$ cat src/port_timing_regs.vh
`ifndef PORT_TIMING_REGS_VH
`define PORT_TIMING_REGS_VH

// Register indices; byte address is four times the index
`define BANK_CTRL_IDX 8'h00
`define MODE_ONE_IDX 8'h2c
`define MODE_TWO_IDX 8'h2e
`define BIT_COUNT_IDX 8'h30
`define SLOT_OFFSET_IDX 8'h32
`define BIT_SHIFT_IDX 8'h34
`define SUBCHANNEL_IDX 8'h36
`define STATUS_IDX 8'h3e

// Reset values
`define BANK_CTRL_RST 8'h00
`define MODE_ONE_RST 8'h00
`define MODE_TWO_RST 8'h00
`define BIT_COUNT_RST 8'hff
`define SLOT_OFFSET_RST 8'h00
`define BIT_SHIFT_RST 8'h00
`define SUBCHANNEL_RST 8'h00

// Field positions in port_mode_reg_one
`define CLK_SRC_BIT 7
`define SYNC_EDGE_BIT 6
`define PRESCALE_HI 5
`define PRESCALE_LO 4
`define PMODE_HI 3
`define PMODE_LO 2
`define ALT_IN1_BIT 1
`define ALT_IN0_BIT 0

// Field positions in port_mode_reg_two
`define FSHAPE_HI 7
`define FSHAPE_LO 5
`define CLK_RATE_BIT 4
`define TX_EDGE_BIT 3
`define RX_EDGE_BIT 2
`define CNT_HI_HI 1
`define CNT_HI_LO 0

// Field positions in port_bit_shift
`define DS_SHIFT_HI 6
`define DS_SHIFT_LO 4
`define US_SHIFT_HI 3
`define US_SHIFT_LO 0

// Bank select bit in bank control
`define BANK_SEL_BIT 0

// Prescaler codes
`define PRESCALE_DIV2 2'h0
`define PRESCALE_DIV15 2'h1
`define PRESCALE_DIV1 2'h2

// Frame output shapes
`define FSHAPE_PBC 3'h2
`define FSHAPE_MBUS 3'h3
`define FSHAPE_MBUS_PP 3'h6

// Port modes
`define PMODE_0 2'h0
`define PMODE_1 2'h1
`define PMODE_2 2'h2
`define PMODE_3 2'h3

// Slot offset bias and bit shift bias
`define SLOT_BIAS 13'h0012
`define SHIFT_ADJ_TOP 4'ha

// AXI responses
`define RESP_OKAY 2'h0
`define RESP_SLVERR 2'h2

`endif

$ cat src/pin_sync.v
`timescale 1ns/1ps
// Three flops; output moves only when stages two and three agree
module pin_sync #(
  parameter WIDTH = 1
) (
  input wire clk, // System clock
  input wire reset, // Synchronous reset
  input wire ce, // Clock enable
  input wire [WIDTH-1:0] pin_in, // Asynchronous pins
  output reg [WIDTH-1:0] stable_q // Filtered level
);
  reg [WIDTH-1:0] s1_q;
  reg [WIDTH-1:0] s2_q;
  reg [WIDTH-1:0] s3_q;
  integer i;

  always @(posedge clk) begin
    if (reset) begin
      s1_q <= {WIDTH{1'b0}};
      s2_q <= {WIDTH{1'b0}};
      s3_q <= {WIDTH{1'b0}};
      stable_q <= {WIDTH{1'b0}};
    end else if (ce) begin
      s1_q <= pin_in;
      s2_q <= s1_q;
      s3_q <= s2_q;
      for (i = 0; i < WIDTH; i = i + 1) begin
        if (s2_q[i] == s3_q[i]) begin
          stable_q[i] <= s3_q[i];
        end
      end
    end
  end
endmodule // pin_sync

$ cat src/clk_prescaler.v
`timescale 1ns/1ps
`include "port_timing_regs.vh"
// Turns source clock edges into port clock half-period ticks
module clk_prescaler (
  input wire clk, // System clock
  input wire reset, // Synchronous reset
  input wire ce, // Clock enable
  input wire src_edge, // Any edge of the selected source clock
  input wire [1:0] code, // Prescaler code
  output reg tick_q // One-cycle half-period tick
);
  reg [1:0] acc_q;
  reg [1:0] acc_d;
  reg tick_d;

  // 1/1.5 adds two per edge and fires per three, so two ticks per three edges
  always @* begin
    acc_d = acc_q;
    tick_d = 1'b0;
    if (src_edge) begin
      case (code)
        `PRESCALE_DIV2: begin
          tick_d = acc_q[0];
          acc_d = {1'b0, ~acc_q[0]};
        end
        `PRESCALE_DIV15: begin
          if (acc_q >= 2'd1) begin
            tick_d = 1'b1;
            acc_d = acc_q - 2'd1;
          end else begin
            acc_d = acc_q + 2'd2;
          end
        end
        default: begin
          tick_d = 1'b1;
          acc_d = 2'd0;
        end
      endcase
    end
  end

  always @(posedge clk) begin
    if (reset) begin
      acc_q <= 2'd0;
      tick_q <= 1'b0;
    end else if (ce) begin
      acc_q <= acc_d;
      tick_q <= tick_d;
    end
  end
endmodule // clk_prescaler

$ cat src/port_timing_setup.v
`timescale 1ns/1ps
`include "port_timing_regs.vh"
// How it works
// - Clock source bit 0 uses PCM clock and sync; 1 uses port pins as inputs.
// - Port sync edge bit: 1 takes frame sync on rising, 0 on falling edge.
// - Prescaler code 00 divides by 2, 01 by 1.5, 10 passes undivided.
// - Two-bit port mode field picks one of modes 0 to 3.
// - Alternative inputs: zero in modes 0/3, in1 also zero in mode 2; in0 line 0/2, in1 line 1/3.
// - PCM-clocked: frame output shape 010, 011 or 110 forms frame sync output.
// - PCM-clocked: clock rate bit 0 gives data-rate clock, 1 double rate.
// - Transmit edge bit: 0 drives on rising, 1 on falling clock edge.
// - Receive edge bit: 0 samples on falling, 1 on rising clock edge.
// - Frame bits minus one is ten bits: low eight plus two in mode two.
// - Shift code 000 two bits right, 001 one right, codes 2 to 7 shift left; higher upstream codes do not.
// - Shift counts from PCM frame sync or port frame sync per clock source.
// - Four subchannel fields, one per port; mode 3 also covers port four above.
// - Codes 00/10 select bits 7..4, codes 01/11 bits 3..0.
module port_timing_setup (
  input wire clk, // 40 MHz system clock
  input wire reset, // Synchronous reset, active high
  input wire ce, // Clock enable, freezes all state when low
  input wire [31:0] s_axi_awaddr, // Write address
  input wire s_axi_awvalid, // Write address valid
  output reg s_axi_awready, // Write address ready
  input wire [31:0] s_axi_wdata, // Write data
  input wire [3:0] s_axi_wstrb, // Write byte strobes
  input wire s_axi_wvalid, // Write data valid
  output reg s_axi_wready, // Write data ready
  output reg [1:0] s_axi_bresp, // Write response
  output reg s_axi_bvalid, // Write response valid
  input wire s_axi_bready, // Write response ready
  input wire [31:0] s_axi_araddr, // Read address
  input wire s_axi_arvalid, // Read address valid
  output reg s_axi_arready, // Read address ready
  output reg [31:0] s_axi_rdata, // Read data
  output reg [1:0] s_axi_rresp, // Read response
  output reg s_axi_rvalid, // Read data valid
  input wire s_axi_rready, // Read data ready
  input wire pcm_side_clock, // PCM-side data clock pin
  input wire pcm_side_frame_sync, // PCM-side frame sync pin
  input wire port_data_clock_in, // Port data clock pin, input side
  output reg port_data_clock_out, // Port data clock pin, output side
  output reg port_data_clock_oe, // Port data clock pin drive enable
  input wire port_frame_sync_in, // Port frame sync pin, input side
  output reg port_frame_sync_out, // Port frame sync pin, output side
  output reg port_frame_sync_oe, // Port frame sync pin drive enable
  input wire [3:0] upstream_line, // Upstream data lines 0..3
  output reg in0_q, // Routed alternative input 0
  output reg in1_q, // Routed alternative input 1
  output reg tx_strobe_q, // Pulse: drive next outgoing bit
  output reg rx_strobe_q, // Pulse: incoming bit sampled
  output reg frame_start_q, // Pulse: frame sync detected
  output reg [9:0] ds_position_q, // Downstream bit position in frame
  output reg [9:0] us_position_q, // Upstream bit position in frame
  output reg [1:0] port_mode_q, // Active port mode
  output reg [7:0] high_nibble_q // Per port: 1 selects bits 7..4
);
  reg [7:0] bank_q;
  reg [7:0] mode_one_q;
  reg [7:0] mode_two_q;
  reg [7:0] count_q;
  reg [7:0] slot_q;
  reg [7:0] shift_q;
  reg [7:0] subch_q;
  reg [7:0] aw_idx_q;
  reg [31:0] wdata_q;
  reg [3:0] wstrb_q;
  reg [31:0] rdata_d;
  reg rhit_d;
  reg whit_d;
  reg pclk_q;
  reg phase_q;
  reg src_clk_prev_q;
  reg fs_samp_q;
  reg [9:0] bit_cnt_q;
  wire [7:0] pins;
  wire [7:0] ar_idx;
  wire bank_on;
  wire clock_source_select;
  wire port_sync_edge;
  wire [1:0] clock_prescaler;
  wire [1:0] port_mode_field;
  wire [1:0] alt_input_select;
  wire [2:0] frame_output_shape;
  wire clock_output_rate;
  wire transmit_edge_select;
  wire receive_edge_select;
  wire [9:0] frame_bit_count;
  wire [2:0] downstream_bit_shift;
  wire [3:0] upstream_bit_shift;
  wire src_clk;
  wire src_fs;
  wire src_edge;
  wire tick;
  wire pclk_rise;
  wire pclk_fall;
  wire bit_ok;
  wire fs_edge;
  wire frame_start;
  wire bit_adv;
  wire [3:0] ds_adj;
  wire [3:0] us_adj;
  wire [12:0] ds_raw;
  wire [12:0] us_raw;
  wire [12:0] frame_len;
  wire wr_go;

  assign bank_on = bank_q[`BANK_SEL_BIT];
  assign clock_source_select = mode_one_q[`CLK_SRC_BIT];
  assign port_sync_edge = mode_one_q[`SYNC_EDGE_BIT];
  assign clock_prescaler = mode_one_q[`PRESCALE_HI:`PRESCALE_LO];
  assign port_mode_field = mode_one_q[`PMODE_HI:`PMODE_LO];
  assign alt_input_select = mode_one_q[`ALT_IN1_BIT:`ALT_IN0_BIT];
  assign frame_output_shape = mode_two_q[`FSHAPE_HI:`FSHAPE_LO];
  assign clock_output_rate = mode_two_q[`CLK_RATE_BIT];
  assign transmit_edge_select = mode_two_q[`TX_EDGE_BIT];
  assign receive_edge_select = mode_two_q[`RX_EDGE_BIT];
  assign frame_bit_count = {mode_two_q[`CNT_HI_HI:`CNT_HI_LO], count_q};
  assign downstream_bit_shift = shift_q[`DS_SHIFT_HI:`DS_SHIFT_LO];
  assign upstream_bit_shift = shift_q[`US_SHIFT_HI:`US_SHIFT_LO];

  assign ar_idx = s_axi_araddr[9:2];
  assign wr_go = ~s_axi_awready & ~s_axi_wready & ~s_axi_bvalid;

  always @* begin
    rdata_d = 32'h0000_0000;
    rhit_d = 1'b1;
    if (ar_idx == `BANK_CTRL_IDX) begin
      rdata_d = {24'h000000, bank_q};
    end else if (!bank_on || s_axi_araddr[31:10] != 22'h000000 || s_axi_araddr[1:0] != 2'h0) begin
      rhit_d = 1'b0;
    end else begin
      case (ar_idx)
        `MODE_ONE_IDX: rdata_d = {24'h000000, mode_one_q};
        `MODE_TWO_IDX: rdata_d = {24'h000000, mode_two_q};
        `BIT_COUNT_IDX: rdata_d = {24'h000000, count_q};
        `SLOT_OFFSET_IDX: rdata_d = {24'h000000, slot_q};
        `BIT_SHIFT_IDX: rdata_d = {24'h000000, shift_q};
        `SUBCHANNEL_IDX: rdata_d = {24'h000000, subch_q};
        `STATUS_IDX: rdata_d = {20'h00000, pclk_q, fs_samp_q, bit_cnt_q};
        default: rhit_d = 1'b0;
      endcase
    end
  end

  always @* begin
    case (aw_idx_q)
      `BANK_CTRL_IDX: whit_d = 1'b1;
      `MODE_ONE_IDX, `MODE_TWO_IDX, `BIT_COUNT_IDX, `SLOT_OFFSET_IDX, `BIT_SHIFT_IDX,
      `SUBCHANNEL_IDX: whit_d = bank_on;
      default: whit_d = 1'b0;
    endcase
  end
  always @(posedge clk) begin
    if (reset) begin
      s_axi_awready <= 1'b1;
      s_axi_wready <= 1'b1;
      s_axi_bvalid <= 1'b0;
      s_axi_bresp <= `RESP_OKAY;
      s_axi_arready <= 1'b1;
      s_axi_rvalid <= 1'b0;
      s_axi_rresp <= `RESP_OKAY;
      s_axi_rdata <= 32'h0000_0000;
      aw_idx_q <= 8'hff;
      wdata_q <= 32'h0000_0000;
      wstrb_q <= 4'h0;
      bank_q <= `BANK_CTRL_RST;
      mode_one_q <= `MODE_ONE_RST;
      mode_two_q <= `MODE_TWO_RST;
      count_q <= `BIT_COUNT_RST;
      slot_q <= `SLOT_OFFSET_RST;
      shift_q <= `BIT_SHIFT_RST;
      subch_q <= `SUBCHANNEL_RST;
    end else if (ce) begin
      if (s_axi_awvalid && s_axi_awready) begin
        s_axi_awready <= 1'b0;
        // Out-of-window or misaligned addresses land on an unmapped index
        aw_idx_q <= (s_axi_awaddr[31:10] == 22'h000000 && s_axi_awaddr[1:0] == 2'h0) ? s_axi_awaddr[9:2] : 8'hff;
      end
      if (s_axi_wvalid && s_axi_wready) begin
        s_axi_wready <= 1'b0;
        wdata_q <= s_axi_wdata;
        wstrb_q <= s_axi_wstrb;
      end
      if (wr_go) begin
        s_axi_bvalid <= 1'b1;
        s_axi_bresp <= whit_d ? `RESP_OKAY : `RESP_SLVERR;
        if (whit_d && wstrb_q[0]) begin
          case (aw_idx_q)
            `BANK_CTRL_IDX: bank_q <= wdata_q[7:0];
            `MODE_ONE_IDX: mode_one_q <= wdata_q[7:0];
            `MODE_TWO_IDX: mode_two_q <= wdata_q[7:0];
            `BIT_COUNT_IDX: count_q <= wdata_q[7:0];
            `SLOT_OFFSET_IDX: slot_q <= wdata_q[7:0];
            `BIT_SHIFT_IDX: shift_q <= {1'b0, wdata_q[6:0]};
            `SUBCHANNEL_IDX: subch_q <= wdata_q[7:0];
            default: bank_q <= bank_q;
          endcase
        end
      end
      if (s_axi_bvalid && s_axi_bready) begin
        s_axi_bvalid <= 1'b0;
        s_axi_awready <= 1'b1;
        s_axi_wready <= 1'b1;
      end
      if (s_axi_arvalid && s_axi_arready) begin
        s_axi_arready <= 1'b0;
        s_axi_rvalid <= 1'b1;
        s_axi_rdata <= rdata_d;
        s_axi_rresp <= rhit_d ? `RESP_OKAY : `RESP_SLVERR;
      end
      if (s_axi_rvalid && s_axi_rready) begin
        s_axi_rvalid <= 1'b0;
        s_axi_arready <= 1'b1;
      end
    end
  end
  pin_sync #(.WIDTH(8)) u_pin_sync (
    .clk(clk),
    .reset(reset),
    .ce(ce),
    .pin_in({upstream_line, pcm_side_clock, pcm_side_frame_sync, port_data_clock_in, port_frame_sync_in}),
    .stable_q(pins)
  );

  assign src_clk = clock_source_select ? pins[1] : pins[3];
  assign src_fs = clock_source_select ? pins[0] : pins[2];
  assign src_edge = src_clk ^ src_clk_prev_q;
  clk_prescaler u_clk_prescaler (
    .clk(clk),
    .reset(reset),
    .ce(ce),
    .src_edge(src_edge),
    .code(clock_prescaler),
    .tick_q(tick)
  );
  assign pclk_rise = tick & ~pclk_q;
  assign pclk_fall = tick & pclk_q;
  // double-rate clock spends two periods per bit
  assign bit_ok = ~clock_output_rate | phase_q;
  assign fs_edge = port_sync_edge ? pclk_rise : pclk_fall;
  assign frame_start = fs_edge & src_fs & ~fs_samp_q;
  assign bit_adv = pclk_rise & bit_ok;
  // code to bias: 0,1 shift right, others 8-code left; upstream codes above 10 act as code 0
  assign ds_adj = (downstream_bit_shift < 3'd2) ? {1'b0, downstream_bit_shift} :
    (`SHIFT_ADJ_TOP - {1'b0, downstream_bit_shift});
  assign us_adj = (upstream_bit_shift < 4'd2) ? upstream_bit_shift :
    ((upstream_bit_shift <= `SHIFT_ADJ_TOP) ? (`SHIFT_ADJ_TOP - upstream_bit_shift) : 4'h0);
  assign frame_len = {3'b000, frame_bit_count} + 13'd1;
  // slot offset carries a bias of two slots
  assign ds_raw = {3'b000, bit_cnt_q} + `SLOT_BIAS - {2'b00, slot_q, 3'b000} - {9'h000, ds_adj};
  assign us_raw = {3'b000, bit_cnt_q} + `SLOT_BIAS - {2'b00, slot_q, 3'b000} - {9'h000, us_adj};

  always @(posedge clk) begin
    if (reset) begin
      src_clk_prev_q <= 1'b0;
      pclk_q <= 1'b0;
      phase_q <= 1'b0;
      fs_samp_q <= 1'b0;
      bit_cnt_q <= 10'h000;
      frame_start_q <= 1'b0;
      tx_strobe_q <= 1'b0;
      rx_strobe_q <= 1'b0;
      in0_q <= 1'b0;
      in1_q <= 1'b0;
      ds_position_q <= 10'h000;
      us_position_q <= 10'h000;
      port_data_clock_out <= 1'b0;
      port_data_clock_oe <= 1'b0;
      port_frame_sync_out <= 1'b0;
      port_frame_sync_oe <= 1'b0;
      port_mode_q <= `PMODE_0;
      high_nibble_q <= 8'h00;
    end else if (ce) begin
      src_clk_prev_q <= src_clk;
      if (tick) begin
        pclk_q <= ~pclk_q;
      end
      if (pclk_rise) begin
        phase_q <= clock_output_rate & ~phase_q;
      end
      if (fs_edge) begin
        fs_samp_q <= src_fs;
      end
      frame_start_q <= frame_start;
      // wraps after count plus one bits
      if (frame_start) begin
        bit_cnt_q <= 10'h000;
        phase_q <= 1'b0;
      end else if (bit_adv) begin
        bit_cnt_q <= (bit_cnt_q == frame_bit_count) ? 10'h000 : bit_cnt_q + 10'd1;
      end
      tx_strobe_q <= (transmit_edge_select ? pclk_fall : pclk_rise) & bit_ok;
      rx_strobe_q <= (receive_edge_select ? pclk_rise : pclk_fall) & bit_ok;
      if ((receive_edge_select ? pclk_rise : pclk_fall) & bit_ok) begin
        in0_q <= ((port_mode_field == `PMODE_1 || port_mode_field == `PMODE_2) && alt_input_select[0]) ?
          pins[6] : pins[4];
        in1_q <= (port_mode_field == `PMODE_1 && alt_input_select[1]) ? pins[7] : pins[5];
      end
      // Offsets beyond one frame length are only folded once
      ds_position_q <= ds_raw[12] ? ds_raw[9:0] + frame_len[9:0] : ds_raw[9:0];
      us_position_q <= us_raw[12] ? us_raw[9:0] + frame_len[9:0] : us_raw[9:0];
      port_mode_q <= port_mode_field;
      port_data_clock_out <= pclk_q;
      port_data_clock_oe <= ~clock_source_select;
      port_frame_sync_oe <= ~clock_source_select;
      case (frame_output_shape)
        `FSHAPE_PBC: port_frame_sync_out <= (bit_cnt_q == frame_bit_count);
        `FSHAPE_MBUS: port_frame_sync_out <= (bit_cnt_q == 10'h000);
        `FSHAPE_MBUS_PP: port_frame_sync_out <= (bit_cnt_q <= 10'h001);
        default: port_frame_sync_out <= (bit_cnt_q == 10'h000);
      endcase
      high_nibble_q[3:0] <= {~subch_q[6], ~subch_q[4], ~subch_q[2], ~subch_q[0]};
      high_nibble_q[7:4] <= (port_mode_field == `PMODE_3) ?
        {~subch_q[6], ~subch_q[4], ~subch_q[2], ~subch_q[0]} : 4'h0;
    end
  end
endmodule // port_timing_setup

$ cat config.mk
export PLATFORM = sky130hd
export DESIGN_NAME = port_timing_setup
export DESIGN_NICKNAME = d
export VERILOG_FILES = /design/src/pin_sync.v /design/src/clk_prescaler.v /design/src/port_timing_setup.v
export VERILOG_INCLUDE_DIRS = /design/src
export SDC_FILE = /design/constraint.sdc
export NUM_CORES = 1
export LEC_CHECK = 0
export BUFFER_PORTS_ARGS = -buffer_cell sky130_fd_sc_hd__buf_2
export CELL_PAD_IN_SITES_DETAIL_PLACEMENT = 1
export CELL_PAD_IN_SITES_GLOBAL_PLACEMENT = 2
export CORE_AREA = 2 2 205 207
export DETAILED_ROUTE_END_ITERATION = 8
export DIE_AREA = 0 0 207 209
export PLACE_DENSITY = 0.61
export SLEW_MARGIN = 20
export SYNTH_ARGS = -nofsm -noshare
export SYNTH_HDL_FRONTEND = slang
export SYNTH_SLANG_ARGS = --single-unit
$ cat constraint.sdc
create_clock -name clk -period 4.27 [get_ports clk]
set_clock_uncertainty 0.05 [all_clocks]
set_input_delay 0.2135 -clock clk [delete_from_list [all_inputs] [get_ports clk]]
set_output_delay 0.2135 -clock clk [all_outputs]
set_load 0.01 [all_outputs]
== Word-level counts from Yosys, hierarchy flattened ==
Cells that the tools add are included.
Operators by class
  $add $sub $neg: 12
  order comparisons: 5
  eq/ne operators: 28
  mux-type cells: 44
  bitwise gates (word level): 25
  reductions and logical operators: 58
Operators by type and width (number)
  == test 8 x 6 -> 1 bit, second input constant: 13
  one-hot mux 12 bit (7 select lines): 1
  2-to-1 mux 10 bit: 5
  AND reduction 2 bit: 22
  AND reduction 4 bit: 7
  2-to-1 mux 1 bit: 24
  2-to-1 mux 12 bit: 2
  logical NOT 22 bit: 1
  nonzero test 22 bit: 1
  adder 10 x 1 -> 10 bit, second input constant: 2
  adder 10 bit: 2
  logical NOT 8 bit: 2
  2-to-1 mux 4 bit: 4
  nonzero test 2 bit: 7
  NOT 1 bit: 13
  subtractor 12 x 5 -> 13 bit: 1
  subtractor 13 x 4 -> 13 bit: 1
  subtractor 11 x 11 -> 12 bit: 1
  adder 10 x 5 -> 11 bit, second input constant: 1
  bitwise AND 1 bit: 10
  == test 10 bit: 1
  less-or-equal comparator 10 x 1 -> 1 bit, second input constant: 1
  logical NOT 10 bit: 1
  logical AND 1 bit: 9
  24 further kinds: 40
Word-level totals
  register bits: 200
  output and inout bits: 80

== Logic depth before layout (Yosys ltp) ==
  depth in word-level cells: 7
  gate-level depth with buffers: 20
  gate-level depth less buffers: 20

== Hierarchy ==
From an unflattened synthesis, not the netlist that was laid out.
Second synthesis, totals
  cells, all modules: 1206
  area, all modules: 10347.4 um^2
By module, submodules not included
  port_timing_setup: times used 1, cells each 1055, area each 8760.9 um^2, sequential area each 2862.7 um^2
  pin_sync: times used 1, cells each 129, area each 1403.8 um^2, sequential area each 640.6 um^2
  clk_prescaler: times used 1, cells each 22, area each 182.7 um^2, sequential area each 60.1 um^2

== Least setup slack after synthesis ==
No wires, ideal clock.
  path kind: reg2reg
  from: reg shift_q[0]
  to: reg us_position_q[7]
  setup time: 79 ps
  arrival time: 3798 ps
  slack: 343 ps
  stages on the path, launching flop included: 20
  buffers on the path: 0
  period minus slack after synthesis: 3927 ps
  path through: dfxtp_1 -> inv_1 -> ha_1 -> nor2b_1 -> o21ai_0 -> and2_1 -> ha_1 -> inv_1 -> fa_1 -> ha_1 -> a21o_1 -> a21oi_1 -> o21bai_1 -> maj3_2 -> maj3_1 -> a21oi_1 -> xnor2_1 -> nand2_1 -> xor2_1 -> a211oi_2
On the way
  cells in the longest elaborated chain, start to end: 6
  elaborated cells on any way between the ends: 8
  those cells by class: add/sub (3); order compare (2); mux (3)
Ends and longest elaborated chain
  from (decl): line port_timing_setup.v:63  | reg [7:0] shift_q;
  from (signal assigned): line port_timing_setup.v:172  | shift_q <= `BIT_SHIFT_RST;
  from (signal assigned): line port_timing_setup.v:195  | `BIT_SHIFT_IDX: shift_q <= {1'b0, wdata_q[6:0]};
  subtractor 4 bit (no line) or less-or-equal comparator 4 bit (tied branches)
  2-to-1 mux 4 bit: line port_timing_setup.v:248  | ((upstream_bit_shift <= `SHIFT_ADJ_TOP) ? (`SHIFT_ADJ_TOP - upstream_bit_shift) : 4'h0);
  2-to-1 mux 4 bit *: line port_timing_setup.v:247  | assign us_adj = (upstream_bit_shift < 4'd2) ? upstream_bit_shift :
  subtractor 12 x 5 -> 13 bit *: line port_timing_setup.v:252  | assign us_raw = {3'b000, bit_cnt_q} + `SLOT_BIAS - {2'b00, slot_q, 3'b000} - {9'h000, us_adj};
  adder 10 bit: line port_timing_setup.v:302  | us_position_q <= us_raw[12] ? us_raw[9:0] + frame_len[9:0] : us_raw[9:0];
  2-to-1 mux 10 bit *: line port_timing_setup.v:302
  to (signal assigned): line port_timing_setup.v:302
  to (decl): line port_timing_setup.v:54  | output reg [9:0] us_position_q,
Mark *: on every way between the ends. The rest lies on a longest branch, timed or not.
A chain may end at the register's enable or synchronous reset.

== Worst setup path in the final report ==
  from: reg shift_q[1]
  to: reg us_position_q[7]
The elaborated chain is that of the path after synthesis.

==> impl_metrics.env <==
export IMPL_netlist_instances=1177
export IMPL_synthAdderAreaFrac_pct=7.763
export IMPL_cts_buffers=17
export IMPL_rr_endpoint="us_position_q[7]$_SDFFE_PP0P_"
export IMPL_synth_mux_area_share_pct=10.82
export IMPL_ys_seq_area_share_pct=35.15
export IMPL_leakage_nw=5.143
export IMPL_clk_path_buf_depth=2
export IMPL_crit_required_ns=4.58
export IMPL_drt_wl_total_um=32540
export IMPL_grt_pass1_wl_um=51410
export IMPL_max_freq_mhz=247.7
export IMPL_end_kind="register"
export IMPL_clock_latency_ns=0.46
export IMPL_synth_warning_count=0
export IMPL_synthXorXnorAreaFrac_pct=5.887
export IMPL_whs_ns=0.1586
export IMPL_worst_path_max_delay_cell="fa_2"
export IMPL_final_cell_mix="nor2_1 (178), dfxtp_1 (175), buf_2 (144)"
export IMPL_period_share_pct=94.56
export IMPL_total_power_mw=3.593
export IMPL_status="finished, final reports clean"
export IMPL_synth_edff_count=0
export IMPL_irDropWorstVdd_mv=0.1979
export IMPL_syn_area_sq_mm=0.01014
export IMPL_crit_top_cell="ha_1"
export IMPL_dp_hpwl_um=24260
export IMPL_synth_simple_area_share_pct=19.73
export IMPL_setup_violations=0
export IMPL_slew_headroom_pct=31.76
export IMPL_detail_route_antenna_nets=0
export IMPL_hold_viol_final=0
export IMPL_routedWlPerCell_um=17.13
export IMPL_cp_start_kind="register"
export IMPL_drv_cap=0
export IMPL_power_density_mw_per_mm2=287.4
export IMPL_start_util_pct=24.55
export IMPL_port_buffers=146
export IMPL_grt_use_total_pct=15.08
export IMPL_rr_startpoint="shift_q[1]$_SDFFE_PP0P_"
export IMPL_clk_pin_slew_ns=0.08
export IMPL_htreeDepth=4
export IMPL_clock_sinks=178
export IMPL_drt_iter0_drc=334
export IMPL_reg2reg_setup_slack_ns=0.23
export IMPL_synth_compound_area_share_pct=14.99
export IMPL_crit_end="us_position_q[7]$_SDFFE_PP0P_"
export IMPL_drc_errors=0
export IMPL_cp_num_buf_inv=1
export IMPL_first_global_vias=9112
export IMPL_fp_dieW_um=207
export IMPL_synth_seq_cells=178
export IMPL_synthTopCellsByArea="dfxtp_1 (35%), mux2i_1 (11%), nor2_1 (6.6%), ha_1 (6.5%), nand2_1 (3.3%)"
export IMPL_die_y_um=209
export IMPL_synth_ff_type="dfxtp_1"
export IMPL_hold_depth=2
export IMPL_yosysTopAreaCell="dfxtp_1"
export IMPL_root_buffer="clkbuf_16"
export IMPL_grt_ovfl_total=0
export IMPL_fp_coreArea_sq_mm=0.04129
export IMPL_crit_family="adder cells"
export IMPL_startpoint="shift_q[1]$_SDFFE_PP0P_"
export IMPL_vias=8865
export IMPL_antennaDiodeCount=0
export IMPL_crit_chain="ha_1 -> nor2b_2 -> o21ai_2 -> and2_1 -> ha_1 -> inv_1 -> fa_2 -> ha_1 -> a21o_1 -> a21oi_2 -> o21bai_1 -> maj3_2 -> maj3_1 -> a21oi_2 -> xnor2_1 -> nand2_1 -> xor2_1 -> a211oi_2"
export IMPL_min_delay_path_class="in -> reg"
export IMPL_antenna_found_initial=0
export IMPL_nets=1521
export IMPL_synth_top_cell_area_share_pct=35.15
export IMPL_critical_path_class="reg -> reg"
export IMPL_drv_slew=0
export IMPL_ys_async_sr_fraction_pct=0
export IMPL_grt_max_degree=106
export IMPL_num_io_pins=196
export IMPL_period_minus_slack_ns=4.038
export IMPL_viasPerCell=4.668
export IMPL_drt_first_pass_iters=5
export IMPL_arrival_ns=4.35
export IMPL_netlist_cell_type_count=82
export IMPL_place_gp_congestion=0.7898
export IMPL_avgSynthCellArea_sq_um=8.614
export IMPL_rows=75
export IMPL_layout_commonest_cell="nor2_1"
export IMPL_synth_top_family_by_area="simple AND/OR/NAND/NOR gates"
export IMPL_area_growth_pct=23.31
export IMPL_cts_tree="built"
export IMPL_fillers=4894
export IMPL_ff2ff_path_depth=18
export IMPL_tightestPinTransition_ns=1.009
export IMPL_die_area_sq_mm=0.04326
export IMPL_layout_drive_gt1_share_pct=19.78
export IMPL_crit_cells=18
export IMPL_cpPeakStageDelay_ns=0.46
export IMPL_worstPathMaxFanout=7
==> flip-flops by register name (all words and copies together), names as in the netlist, 8 cells and up <==
signal	count
mode_one_q	8
ds_position_q	10
u_pin_sync.s3_q	8
u_pin_sync.s1_q	8
wdata_q	8
bit_cnt_q	10
aw_idx_q	8
u_pin_sync.s2_q	8
high_nibble_q	8
s_axi_rdata	12
subch_q	8
mode_two_q	8
u_pin_sync.stable_q	8
slot_q	8
us_position_q	10
count_q	8
bank_q	8
==> area by class of cell <==
cell class | count | area [sq um] | area share (%)
clock buffer | 23 | 498.0 | 3.983
tap | 539 | 674.4 | 5.394
clock inverter | 8 | 90.09 | 0.7206
multi-input combinational | 895 | 6183 | 49.46
sequential | 178 | 3570 | 28.55
inverter | 44 | 165.2 | 1.321
timing repair buffer | 212 | 1321 | 10.57
==> through the flow <==
step / utilization [%] / setup slack, ns / setup TNS [ns] / cell area, sq um / instances
CTS: 30.02 / 0.005400 / 0 / 12400 / 1897
detailed placement: 27.84 / -0.008130 / -0.008130 / 11500 / 1835
global placement: 27.84 / 0.08095 / 0 / 11500 / 1835
finish: 30.28 / 0.2322 / 0 / 12500 / 1899
floorplan: - / 0.3430 / 0 / 10220 / 1198
global route: 30.28 / -0.05548 / -0.08800 / 12500 / 1899
==> where the power goes <==
part	internal [mW]	total [mW]	leakage, nW	switching [mW]
combinational	0.108	0.251	3.40	0.143
sequential	1.69	1.72	1.45	0.0310
clock	0.890	1.62	0.293	0.730
==> cells by family (layout without fill, tap and decap cells) <==
family,after synthesis,in the layout
adder cells (fa/ha/maj),61,61
AO/OA/AOI/OAI,218,218
flip-flops,178,178
other,1,22
buffers and inverters,125,287
multiplexers,109,109
AND/OR/NAND/NOR,422,422
XOR/XNOR,63,63
==> routing by layer <==
metal,vias up,GRT usage (%),part of all wire (%)
met2,148,25.94,48
met4,0,5.074,2.2
li1,4424,-,-
met5,-,0,0
met3,31,2.750,3.2
met1,4262,18.96,46
==> cell usage after synthesis, types with 24 or more instances <==
cell type and instances:
nand2_1 88, nor2_1 178, a21oi_1 60, clkbuf_1 44, ha_1 53, o21ai_0 27
inv_1 43, buf_4 24, xor2_1 32, mux2i_1 107, nor3_1 25, dfxtp_1 178
xnor2_1 28, a211oi_1 24
==> worst min path at each step <==
stage               slack, ns       startpoint                            to
detailed placement       0.39  s_axi_awaddr[3]      aw_idx_q[1]$_SDFFE_PP1P_
global placement         0.38  s_axi_awaddr[3]      aw_idx_q[1]$_SDFFE_PP1P_
global route             0.15            reset  s_axi_rdata[10]$_SDFFE_PP0P_
floorplan                0.29  s_axi_awaddr[2]      aw_idx_q[0]$_SDFFE_PP1P_
CTS                      0.14            reset     bit_cnt_q[1]$_SDFFE_PP0P_
finish                   0.16            reset  s_axi_rdata[10]$_SDFFE_PP0P_
==> timing repair <==
action	4_1_cts	5_1_grt
setup buffers	0	2
hold buffers	31	0
endpoints found under the hold margin	28	0
pin swaps	0	4
setup endpoints to repair	1	7
gates resized for setup	2	19
Power figures use the tool's default switching activity.
